==> src/shared/rrx_pkg.sv <==
// Package holding opcode fields, widths and reset values for the return/rotate decoder
package rrx_pkg;
  localparam int         INSTR_W        = 14;
  localparam int         DATA_W         = 8;
  localparam int         PC_W           = 13;
  localparam int         FADDR_W        = 7;
  // Literal-return: 11 01xx kkkk kkkk
  localparam logic [3:0] LITRET_MATCH   = 4'hd;
  localparam int         LITRET_LSB     = 10;
  // Plain return: 00 0000 0000 1000
  localparam logic [13:0] RETURN_CODE   = 14'h0008;
  // Rotate right through carry: 00 1100 dfff ffff
  localparam logic [5:0] ROTR_MATCH     = 6'h0c;
  localparam int         ROTR_LSB       = 8;
  localparam int         DEST_BIT       = 7;
  localparam logic [7:0] DATA_RST       = 8'h00;
  localparam logic [12:0] PC_RST        = 13'h0000;
  localparam logic [6:0] FADDR_RST      = 7'h00;
  // States of the two-cycle return sequence
  typedef enum logic [0:0] {
    RRX_EXEC  = 1'b0,
    RRX_FLUSH = 1'b1
  } rrx_state_type;
endpackage

==> src/logic/rrx_rotr.sv <==
// Rotate-right-through-carry datapath slice
`timescale 1ns/1ns
module rrx_rotr
  import rrx_pkg::*;
(
  input  wire logic [DATA_W-1:0] operand,
  input  wire logic              carry_in,
  output logic      [DATA_W-1:0] result,
  output logic                   carry_out
);
  // Old carry enters the top, bit zero leaves into carry
  always_comb begin
    result    = {carry_in, operand[DATA_W-1:1]};
    carry_out = operand[0];
  end
endmodule

==> src/logic/rrx_exec.sv <==
// Decode and execute for literal return, plain return and rotate right through carry
`timescale 1ns/1ns
module rrx_exec
  import rrx_pkg::*;
(
  input  wire logic               clk,
  input  wire logic               arst_n,
  input  wire logic               instr_valid,
  input  wire logic [INSTR_W-1:0] instr_word,
  input  wire logic [PC_W-1:0]    stack_top_entry,
  input  wire logic [DATA_W-1:0]  file_rdata,
  input  wire logic               carry_flag,
  output logic      [FADDR_W-1:0] file_addr,
  output logic                    busy,
  output logic                    flush,
  output logic                    pc_load,
  output logic      [PC_W-1:0]    pc_value,
  output logic                    stack_pop,
  output logic                    w_we,
  output logic      [DATA_W-1:0]  w_wdata,
  output logic                    file_we,
  output logic      [DATA_W-1:0]  file_wdata,
  output logic                    carry_we,
  output logic                    carry_wdata
);

  // ****************************************************************
  // Timing seen by the core
  // ****************************************************************
  // A word is taken on an edge where instr_valid is high outside a flush.
  // Every strobe is registered on that edge and stands one cycle.
  // Data outputs and pc_value hold until the next write of their kind.
  // After either return the word on the bus is the stale prefetch; it is
  // dropped while busy and flush are high, so the core needs no stall.
  // file_rdata must show the register named by instr_word[6:0] in the
  // decode cycle; a core with a registered file needs its own wait stage.
  // The rotate reads carry_flag in the decode cycle; a carry write still
  // pending from the previous word must already be visible there.
  // Unknown opcodes give no strobe, so the block can share the bus with
  // the rest of the decoder without a select of its own.
  // Reset drops every strobe at once; a return cut by reset is lost and
  // the core must restart its fetch from its own reset vector.

  // ****************************************************************
  // Decode
  // ****************************************************************
  // Decode strobes and operand fields
  logic              take_ok;
  logic              litret_hit;
  logic              return_hit;
  logic              rotr_hit;
  logic              literal_return_op;
  logic              plain_return_op;
  logic              rotate_right_carry_op;
  logic              rotr_to_file;
  logic [DATA_W-1:0] literal_byte;
  logic [DATA_W-1:0] rot_result;
  logic              rot_carry;
  rrx_state_type     state_r;
  rrx_state_type     state_nxt;

  // A word is only taken outside the flush cycle;
  // the flush cycle carries the prefetch that a return has made stale
  assign take_ok = instr_valid && (state_r == RRX_EXEC);

  // Opcode field matches, independent of the take gate
  always_comb begin
    litret_hit = (instr_word[INSTR_W-1:LITRET_LSB] == LITRET_MATCH);
    return_hit = (instr_word == RETURN_CODE);
    rotr_hit   = (instr_word[INSTR_W-1:ROTR_LSB] == ROTR_MATCH);
  end

  // Qualified decodes; the three codes never overlap, so no priority is implied
  always_comb begin
    literal_return_op     = take_ok && litret_hit;
    plain_return_op       = take_ok && return_hit;
    rotate_right_carry_op = take_ok && rotr_hit;
  end

  // Operand fields of the decoded word
  always_comb begin
    literal_byte = instr_word[DATA_W-1:0];
    rotr_to_file = instr_word[DEST_BIT];
  end

  // Rotate slice works on the file value the core presents this cycle;
  // there is no read wait, so file_rdata must be combinational in the core
  rrx_rotr rrx_rotr_i (
    .operand   (file_rdata),
    .carry_in  (carry_flag),
    .result    (rot_result),
    .carry_out (rot_carry)
  );

  // ****************************************************************
  // Control sequence: program counter, stack and flush
  // ****************************************************************
  logic [FADDR_W-1:0] file_addr_nxt;
  logic               busy_nxt;
  logic               flush_nxt;
  logic               pc_load_nxt;
  logic [PC_W-1:0]    pc_value_nxt;
  logic               stack_pop_nxt;

  // Both returns take two cycles: the decode cycle and one flush cycle;
  // pc_value holds between loads so the core may sample it late
  always_comb begin
    state_nxt     = RRX_EXEC;
    file_addr_nxt = instr_word[FADDR_W-1:0];
    busy_nxt      = 1'b0;
    flush_nxt     = 1'b0;
    pc_load_nxt   = 1'b0;
    pc_value_nxt  = pc_value;
    stack_pop_nxt = 1'b0;
    unique case (state_r)
      RRX_EXEC: begin
        // Either return: load the stack top into the counter and pop it
        if (literal_return_op || plain_return_op) begin
          pc_load_nxt   = 1'b1;
          pc_value_nxt  = stack_top_entry;
          stack_pop_nxt = 1'b1;
          busy_nxt      = 1'b1;
          flush_nxt     = 1'b1;
          state_nxt     = RRX_FLUSH;
        end
      end
      RRX_FLUSH: begin
        // Second cycle only discards the prefetched word
        state_nxt     = RRX_EXEC;
        file_addr_nxt = file_addr;
      end
    endcase
  end

  // Control registers; reset leaves the sequencer ready for a word
  always_ff @(posedge clk or negedge arst_n) begin
    if (!arst_n) begin
      state_r   <= RRX_EXEC;
      file_addr <= FADDR_RST;
      busy      <= 1'b0;
      flush     <= 1'b0;
      pc_load   <= 1'b0;
      pc_value  <= PC_RST;
      stack_pop <= 1'b0;
    end else begin
      state_r   <= state_nxt;
      file_addr <= file_addr_nxt;
      busy      <= busy_nxt;
      flush     <= flush_nxt;
      pc_load   <= pc_load_nxt;
      pc_value  <= pc_value_nxt;
      stack_pop <= stack_pop_nxt;
    end
  end

  // ****************************************************************
  // Data writes: accumulator, file register and carry
  // ****************************************************************
  logic              w_we_nxt;
  logic [DATA_W-1:0] w_wdata_nxt;
  logic              file_we_nxt;
  logic [DATA_W-1:0] file_wdata_nxt;
  logic              carry_we_nxt;
  logic              carry_wdata_nxt;

  // Only carry is ever written as a flag; other status bits are never touched.
  // Data values hold between writes, so a strobe may be sampled with its data.
  always_comb begin
    w_we_nxt        = 1'b0;
    w_wdata_nxt     = w_wdata;
    file_we_nxt     = 1'b0;
    file_wdata_nxt  = file_wdata;
    carry_we_nxt    = 1'b0;
    carry_wdata_nxt = carry_wdata;
    // Literal return and rotate never share one word
    if (literal_return_op) begin
      w_we_nxt    = 1'b1;
      w_wdata_nxt = literal_byte;
    end else if (rotate_right_carry_op) begin
      carry_we_nxt    = 1'b1;
      carry_wdata_nxt = rot_carry;
      if (rotr_to_file) begin
        file_we_nxt    = 1'b1;
        file_wdata_nxt = rot_result;
      end else begin
        w_we_nxt    = 1'b1;
        w_wdata_nxt = rot_result;
      end
    end
  end

  // Data registers; every write leaves the block as a registered pulse
  always_ff @(posedge clk or negedge arst_n) begin
    if (!arst_n) begin
      w_we        <= 1'b0;
      w_wdata     <= DATA_RST;
      file_we     <= 1'b0;
      file_wdata  <= DATA_RST;
      carry_we    <= 1'b0;
      carry_wdata <= 1'b0;
    end else begin
      w_we        <= w_we_nxt;
      w_wdata     <= w_wdata_nxt;
      file_we     <= file_we_nxt;
      file_wdata  <= file_wdata_nxt;
      carry_we    <= carry_we_nxt;
      carry_wdata <= carry_wdata_nxt;
    end
  end

endmodule

==> config.mk <==
export PLATFORM = sky130hd
export DESIGN_NAME = rrx_exec
export DESIGN_NICKNAME = d
export VERILOG_FILES = /design/src/shared/rrx_pkg.sv /design/src/logic/rrx_rotr.sv /design/src/logic/rrx_exec.sv
export SDC_FILE = /design/constraint.sdc
export NUM_CORES = 1
export LEC_CHECK = 0
export ABC_AREA = 1
export BUFFER_PORTS_ARGS = -buffer_cell sky130_fd_sc_hd__buf_2
export CAP_MARGIN = 0
export CORE_MARGIN = 5
export CORE_UTILIZATION = 48
export CTS_CLUSTER_DIAMETER = 60
export DETAILED_ROUTE_END_ITERATION = 12
export GPL_TIMING_DRIVEN = 0
export PLACE_DENSITY_LB_ADDON = 0.08
export SYNTH_ARGS = -nofsm -noshare
export SYNTH_HDL_FRONTEND = slang
export SYNTH_HIERARCHICAL = 1
export SYNTH_SLANG_ARGS = --single-unit
==> constraint.sdc <==
create_clock -name clk -period 1.6 [get_ports clk]
set_input_delay 0.08 -clock clk [delete_from_list [all_inputs] [get_ports clk]]
set_output_delay 0.08 -clock clk [all_outputs]
set_load 0.01 [all_outputs]
[Yosys cells after proc, flatten, opt, wreduce, memory -nomap -nowiden]
Index checks and enable logic that the tools add are counted.
Word-level totals
  memory bits (writable): 0
  register bits: 42
  input bits: 39
  output and inout port bits: 44
  memory bits (read-only): 0
  logic and storage cells: 40
  memories kept: 0
  bits in latches: 0
Cells by class
  bitwise gates (word level): 2
  equality and inequality tests: 4
  shift operators: 0
  multiplexer cells: 14
  div/mod/pow operators: 0
  reductions and logical operators: 10
  multiply operators: 0
  add/subtract/negate cells: 0
  magnitude comparators: 0
Operators by type and width (count)
  $mux W8: 3
  $eq A14 B4 Y1 const B: 1
  $mux W1: 10
  $eq A6 B4 Y1 const B: 1
  $reduce_and A2 Y1: 3
  $eq A4 B4 Y1 const B: 1
  $logic_and A1 B1 Y1: 4
  $reduce_and A3 Y1: 1
  $ne A2 B1 Y1 const B: 1
  $not A1 Y1: 2
  $pmux W1 S2: 1
  $reduce_bool A2 Y1: 1
  $logic_or A1 B1 Y1: 1

[Logic depth before layout (Yosys ltp)]
Gate-level depths: netlist (run 1).
  depth after elaboration: 6
  mapped depth: 10
  mapped depth without buffers: 8

[Hierarchy]
The synthesis (run 1) kept the hierarchy.
Modules (own cells, without submodules)
  rrx_exec: area an instance 1935.6 µm², cells an instance 218, instances 1, seq. area each 1026.0 µm²
  rrx_rotr: area an instance 67.6 µm², cells an instance 9, instances 1, seq. area each 0.0 µm²

[Least setup slack after synthesis (run 1)]
OpenSTA, ideal clock, no wires.
  path type: register -> register
  from: register, netlist name stack_pop
  to: register w_wdata[0]
  setup slack: 0.264 ns
  library setup time: 0.117 ns
  required time: 1.483 ns
  arrival time: 1.219 ns
  cell stages (with the launch flop): 11
  period minus slack after synthesis: 1.336 ns
  path buffers: 2
  path through: dfrtp_1 -> buf_6 -> inv_8 -> nand2_4 -> inv_6 -> nand2_8 -> buf_12 -> nand2_2 -> nand2_1 -> nand2_1 -> nand2_1
RTL lines
  end signal: assignment: RTL line rrx_exec.sv:203  | w_wdata <= w_wdata_nxt;
  end: declaration: RTL line rrx_exec.sv:20  | output logic [DATA_W-1:0] w_wdata,

==> reports/qor.csv, run 1 <==
stage,metric,value,unit
final_layout,Layout Nets,362,
floorplanning,Die H,74.6,µm
cts,post-CTS setup buffers,0,
placed_design,port buffer count,73,
setup_path,crit path buf inv count,2,
placed_design,RD Place Congestion,0.816,
route,Detail Route Antenna Nets,0,
pwr,PD cells,983,nW/µm²
setup_path,Crit path top cell by count,nand2_1,
floorplanning,Core Region,4030,µm²
cts,clock latency on the worst-skew pair,0.29,ns
synth,syn_area_per_cell,8.82,µm²
cts,"Reg clk slew, reported paths",0.08,ns
cts,Resized Gates After CTS,0,
sta,Worst Max-Slew Pin Slew,0.900,ns
worst_hold_path,Hold Path Cell Cnt,3,
synth,count of cell types in the netlist,21,
setup_path,CP Max Fanout,10,
global_routing,initial antenna violation count,0,
route,DR pass1 iterations,4,
setup_path,Critical Path AT,1.59,ns
route,total number of vias,1724,
sta,Tcrit/Tclk final,0.881,
cts,total CTS buffers,5,
synth,Syn Inst Count,227,
synth,Synth Register Bits,41,
global_routing,GRT Overall Usage,0.177,
job,# Max-Cap Violations,0,
setup_path,critical path launch point type,flip-flop,
synth,Mapped Area,2000,µm²
setup_path,cell family with most CP delay,simple AND/OR/NAND/NOR gates,
sta,Slew headroom,0.400,
setup_path,"Req. time, crit path",1.78,ns
sta,final setup vio count,0,
final_layout,fraction of layout cells with a size suffix above 1,0.373,
setup_path,Worst path depth,8,
floorplanning,total die area,5570,µm²
route,final wirelength,4640,µm
outcome,status,finished clean,
floorplanning,Initial Util,0.497,
setup_path,CP max stage delay,0.43,ns
final_layout,antenna diode count,0,
synth,Syn Nets,266,
global_routing,first-pass GRT wire length,7580,µm
cts,CTS Root Cell,clkbuf_8,
route,Iter 0 DRT Violations,76,
sta,final slew viol count,0,
setup_path,cell-by-cell trace of the critical path,buf_6 -> nor2_4 -> nand2_1 -> nor2_2 -> nand2_2 -> buf_2 -> nand3_1 -> nand2_1,
sta,Setup TNS,0,ns
global_routing,largest net degree at the start of global routing,42,
cts,CTS tree,built,
floorplanning,die width,74.6,µm
pwr,Leak,1.60,nW
final_layout,Layout area overhead,35.4,%
floorplanning,row count,23,
global_routing,grt ovf,0,
synth,synth warn,6,
route,Residual DRC,0,
pwr,maximum VDD drop,0.618,mV
sta,worst clock skew,0.00527,ns
setup_path,FF-to-FF path depth,8,
sta,FMAX,0.709,GHz
worst_hold_path,worst min-delay path class,primary input to flip-flop,
global_routing,vias in the first global route,1628,
final_layout,"Core Util, Final",0.673,
placed_design,placed wire-length estimate,3450,µm
cts,CTS H-tree lvls,2,
setup_path,CP Class,flip-flop to flip-flop,
sta,minimum clock period,1.41,ns
sta,final hold vios,0,
cts,clock sink total,41,
route,Via density,4.61,
synth,register area share after synthesis,0.512,
route,drt wl/cell,12.4,µm
setup_path,CP Capture Type,flip-flop,
cts,CTS Buffer Depth,2,
setup_path,"Slowest-stage cell, CP",dfrtp_1,
floorplanning,top-level port count,83,
sta,unrepaired setup endpoints after global routing,no,
## cell usage after synthesis
library cell  number  share of area
buf_12             1          0.010
buf_2              1         0.0025
buf_4             14          0.052
buf_6              2          0.011
clkinv_2           1         0.0025
dfrtp_1           41           0.51
inv_1              5         0.0094
inv_6              1         0.0044
inv_8              1         0.0056
nand2_1          101           0.19
nand2_2            9          0.028
nand2_4            2          0.011
nand2_8            2          0.020
nand3_1           29          0.072
nand3_4            1         0.0087
nand3b_4           1          0.010
nor2_1            10          0.019
nor2_2             1         0.0031
nor2_4             1         0.0056
nor2_8             2          0.020
o21ai_0            1         0.0025
## flip-flops by register name, indices dropped and copies added, names as in the netlist
| name | cells |
|---|---|
| w_we | 1 |
| file_we | 1 |
| pc_value | 13 |
| file_wdata | 8 |
| carry_wdata | 1 |
| stack_pop | 1 |
| carry_we | 1 |
| file_addr | 7 |
| w_wdata | 8 |
## timing repair
item                       CTS  global route
hold buffers                16             0
setup endpoints to repair    0             0
hold endpoints to repair    56             0
## worst reg2reg max path: stages, from the launching register on
cell and delay, ns:
dfrtp_1 0.43, buf_6 0.17, nor2_4 0.09, nand2_1 0.07, nor2_2 0.09, nand2_2 0.11, buf_2 0.21, nand3_1 0.09
nand2_1 0.06
## layout make-up
| cell class | instances | area, µm² |
|---|---|---|
| repair buffers | 89 | 526 |
| inverters | 8 | 43.8 |
| fillers | 353 | 1320 |
| clock buffers | 6 | 82.6 |
| well taps | 50 | 62.6 |
| flip-flops and latches | 41 | 1030 |
| clock inverters | 2 | 37.5 |
| plain buffers | 18 | 153 |
| multi-input cells | 160 | 781 |
## per-stage QoR
step           power (mW)  hold WS (ns)  cell area [µm²]  std cells  worst slack [ns]
3_5_place_dp         1.80         0.266             2430        350             0.196
3_3_place_gp         1.79         0.264             2430        350             0.206
4_1_cts              2.70      0.000165             2710        374             0.176
6_report             2.66       0.00427             2710        374             0.190
5_1_grt              2.81       0.00465             2710        374            0.0690
2_1_floorplan        1.55        -0.216             2000        227             0.264
## report_power, final
group | total [mW] | internal, mW | leakage (nW) | switching [mW]
clock network | 0.859 | 0.507 | 0.0574 | 0.352
registers | 1.25 | 1.18 | 0.527 | 0.0742
logic | 0.553 | 0.258 | 1.02 | 0.294
## final timing paths
check                                         start                        end  slack, ns
hold reg to reg            file_addr[6]$_DFFE_PN0N_   file_addr[6]$_DFFE_PN0N_       0.48
setup reg to reg                stack_pop$_DFF_PN0_    pc_value[6]$_DFFE_PN0P_       0.19
hold / removal                        file_rdata[3]  file_wdata[2]$_DFFE_PN0P_      0.004
max in group asynchronous                    arst_n     w_wdata[5]$_DFFE_PN0P_       0.59
min in group asynchronous                    arst_n   file_addr[5]$_DFFE_PN0N_       0.45
setup / recovery                stack_pop$_DFF_PN0_    pc_value[6]$_DFFE_PN0P_       0.19
## cell families after synthesis
kind of cell           Yosys count  synth area share
and+or+nand+nor                159             0.387
DFF                             41             0.512
AOI/OAI and AO/OA                1           0.00250
buffers and inverters           26            0.0981
## layer usage
metal,vias up,share of wire,GRT usage
li1,886,-,-
met1,766,0.46,0.247
met2,64,0.45,0.267
met3,8,0.073,0.0473
met4,0,0.016,0.0613
met5,-,0,0
## placed cells by master (no fill, tap or decap), types with 2 or more instances in the layout
| master | instances |
|---|---|
| nand2_2 | 9 |
| nor2_1 | 10 |
| nand2_8 | 2 |
| inv_1 | 5 |
| dlygate4sd3_1 | 16 |
| nand3_1 | 29 |
| nand2_1 | 101 |
| buf_6 | 2 |
| buf_4 | 14 |
| buf_2 | 74 |
| nor2_8 | 2 |
| dfrtp_1 | 41 |
| nand2_4 | 2 |
| clkbuf_8 | 6 |
Note: power is estimated with default switching activity, not from simulation.
==> run 2: changes to the inputs <==
Settings changed: ABC_AREA 1 to unset, CORE_UTILIZATION 48 to 46.
==> reports/qor.csv, run 2 <==
stage,metric,value,unit
final_layout,antenna diode count,0,
final_layout,largest reg by FF count,pc_value,
route,Iter 0 DRT Violations,31,
final_layout,"commonest non-fill, non-tap cell in the layout",buf_2,
global_routing,GR Util met1,0.185,
pwr,Leak,1.38,nW
worst_hold_path,worst min-delay path class,primary input to flip-flop,
route,final wirelength,4150,µm
pwr,maximum VDD drop,0.773,mV
placed_design,RD Place Congestion,0.806,
final_layout,fraction of layout cells with a size suffix above 1,0.740,
final_layout,"Core Util, Final",0.678,
sta,minimum clock period,1.78,ns
synth,synth top area cells,"dfrtp_1 (56%), mux2_2 (17%), mux2_4 (6.6%)",
sta,FMAX,0.562,GHz
setup_path,Critical Path AT,1.95,ns
pwr,clock share of power,0.258,
synth,count of cell types in the netlist,23,
final_layout,Largest regs,"pc_value (13), file_wdata (8), w_wdata (8)",
cts,CTS tree,built,
pwr,combinational share of power,0.246,
pwr,register share of total power,0.497,
pwr,PD cells,1020,nW/µm²
placed_design,placed wire-length estimate,3150,µm
setup_path,CP Class,flip-flop to flip-flop,
pwr,switch share,0.256,
sta,Worst Max-Slew Pin Slew,0.895,ns
cts,clock latency on the worst-skew pair,0.28,ns
final_layout,"commonest non-fill, non-tap cells in the layout","buf_2 (73), dfrtp_1 (40), mux2_4 (35), buf_4 (17), mux2_2 (8)",
route,Via density,4.99,
setup_path,CP Max Fanout,3,
job,# Max-Cap Violations,0,
setup_path,CP max stage delay,0.43,ns
setup_path,cell family with most CP delay,multiplexers,
synth,top-count cell post-synth,dfrtp_1,
floorplanning,Die H,72.9,µm
floorplanning,die width,72.9,µm
sta,unrepaired setup endpoints after global routing,yes,
setup_path,cell-by-cell trace of the critical path,or3b_4 -> nor2_8 -> buf_6 -> mux2_4 -> mux2_4,
global_routing,vias in the first global route,1422,
cts,clock sink total,41,
route,total number of vias,1278,
outcome,failing checks,setup timing,
synth,register area share after synthesis,0.564,
cts,CTS Buffer Depth,2,
route,Residual DRC,0,
synth,asr flop ratio synth,1.00,
sta,Setup TNS,-2.89,ns
synth,Mapped Area,1820,µm²
synth,Syn Inst Count,118,
setup_path,Crit path top cell by count,mux2_4,
cts,total CTS buffers,5,
floorplanning,top-level port count,83,
setup_path,R2R Setup Slk,-0.18,ns
global_routing,largest net degree at the start of global routing,42,
setup_path,CP Capture Type,flip-flop,
synth,Synth Register Bits,41,
setup_path,"Slowest-stage cell, CP",or3b_4,
final_layout,Layout Nets,246,
setup_path,crit path buf inv count,1,
floorplanning,Initial Util,0.486,
global_routing,initial antenna violation count,0,
synth,"EDFF count, synth",0,
sta,Final WS setup,-0.181,ns
cts,CTS H-tree lvls,2,
global_routing,first-pass GRT wire length,6640,µm
synth,most frequent cells after synthesis,"dfrtp_1 (41), mux2_2 (28), buf_4 (13)",
global_routing,M3 GR Usage,0.0579,
sta,final slew viol count,0,
global_routing,GRT Overall Usage,0.163,
final_layout,Layout area overhead,39.7,%
sta,Tcrit/Tclk final,1.11,
floorplanning,Core Region,3740,µm²
cts,CTS Root Cell,clkbuf_8,
route,Detail Route Antenna Nets,0,
cts,"Reg clk slew, reported paths",0.08,ns
outcome,status,finished with violations,
sta,final setup vio count,23,
sta,Slew headroom,0.403,
pwr,switching pwr,0.665,mW
synth,syn_area_per_cell,15.4,µm²
sta,final hold vios,0,
sta,worst clock skew,0.00880,ns
setup_path,"Req. time, crit path",1.77,ns
route,drt wl/cell,16.2,µm
synth,Yosys top cell area share,0.564,
global_routing,grt ovf,0,
setup_path,critical path launch point type,flip-flop,
synth,"area leader, netlist",dfrtp_1,
synth,primary flip-flop cell chosen by synthesis mapping,dfrtp_1,
final_layout,Largest register FFs,13,
global_routing,M2 GR Usage,0.296,
placed_design,port buffer count,73,
floorplanning,total die area,5310,µm²
pwr,Int Pwr,1.93,mW
global_routing,grt peak-use layer,met2,
route,DR pass1 iterations,4,
synth,Syn Nets,157,
synth,synth warn,6,
floorplanning,row count,22,
==> run 2: per-stage QoR <==
stage          std cells  total power, mW  setup WS [ns]  cell area, µm²  hold slack [ns]
2_1_floorplan        118             1.66         -0.299            1930           -0.216
4_1_cts              254             2.63         -0.199            2510           0.0152
6_report             256             2.59         -0.181            2540           0.0191
5_1_grt              256             2.72         -0.221            2540          0.00956
3_5_place_dp         239             1.94         -0.377            2360            0.256
3_3_place_gp         239             1.91         -0.355            2360            0.232
==> run 2: what timing repair did <==
item / 4_1_cts / 5_1_grt
setup endpoints to repair: 31 / 29
pin swaps: 2 / 3
hold buffers: 1 / 0
resized for setup: 5 / 2
buffers inserted: 7 / 2
hold endpoints to repair: 41 / 0
==> run 2: cells by family after synthesis <==
kind of cell / share of synthesized area
AOI/OAI and AO/OA: 0.0151
buffers and inverters: 0.0606
DFF: 0.564
muxes: 0.283
and+or+nand+nor: 0.0771
==> run 2: layout make-up <==
class	instances	area (µm²)
Fill cell	301	1200
Sequential cell	41	1030
Multi-Input combinational cell	61	792
Timing Repair Buffer	83	458
Buffer	13	105
Clock buffer	8	90.1
Tap cell	48	60.1
Inverter	2	7.51
==> run 2: worst paths after layout <==
| kind | startpoint | depth (start not counted) | to |
|---|---|---|---|
| setup / recovery | stack_pop$_DFF_PN0_ | 5 | w_wdata[0]$_DFFE_PN0P_ |
| hold / removal | stack_top_entry[11] | 2 | pc_value[11]$_DFFE_PN0P_ |
| setup reg to reg | stack_pop$_DFF_PN0_ | 5 | w_wdata[0]$_DFFE_PN0P_ |
| hold reg to reg | file_wdata[7]$_DFFE_PN0P_ | 1 | file_wdata[7]$_DFFE_PN0P_ |
| max in group asynchronous | arst_n | 2 | stack_pop$_DFF_PN0_ |
| min in group asynchronous | arst_n | 2 | file_wdata[2]$_DFFE_PN0P_ |
==> run 2: routing by layer <==
metal,share of wire,up-vias
li1,-,586
met1,0.39,635
met2,0.53,55
met3,0.083,2
met4,0.0031,0
met5,0,-
==> run 2: power groups by stage <==
stage	logic [mW]	clock network (mW)	registers (mW)
floorplan	0.283	0	1.38
finish	0.636	0.668	1.29
CTS	0.644	0.691	1.29
global route	0.683	0.730	1.31
global placement	0.620	0	1.29
detailed placement	0.639	0	1.30
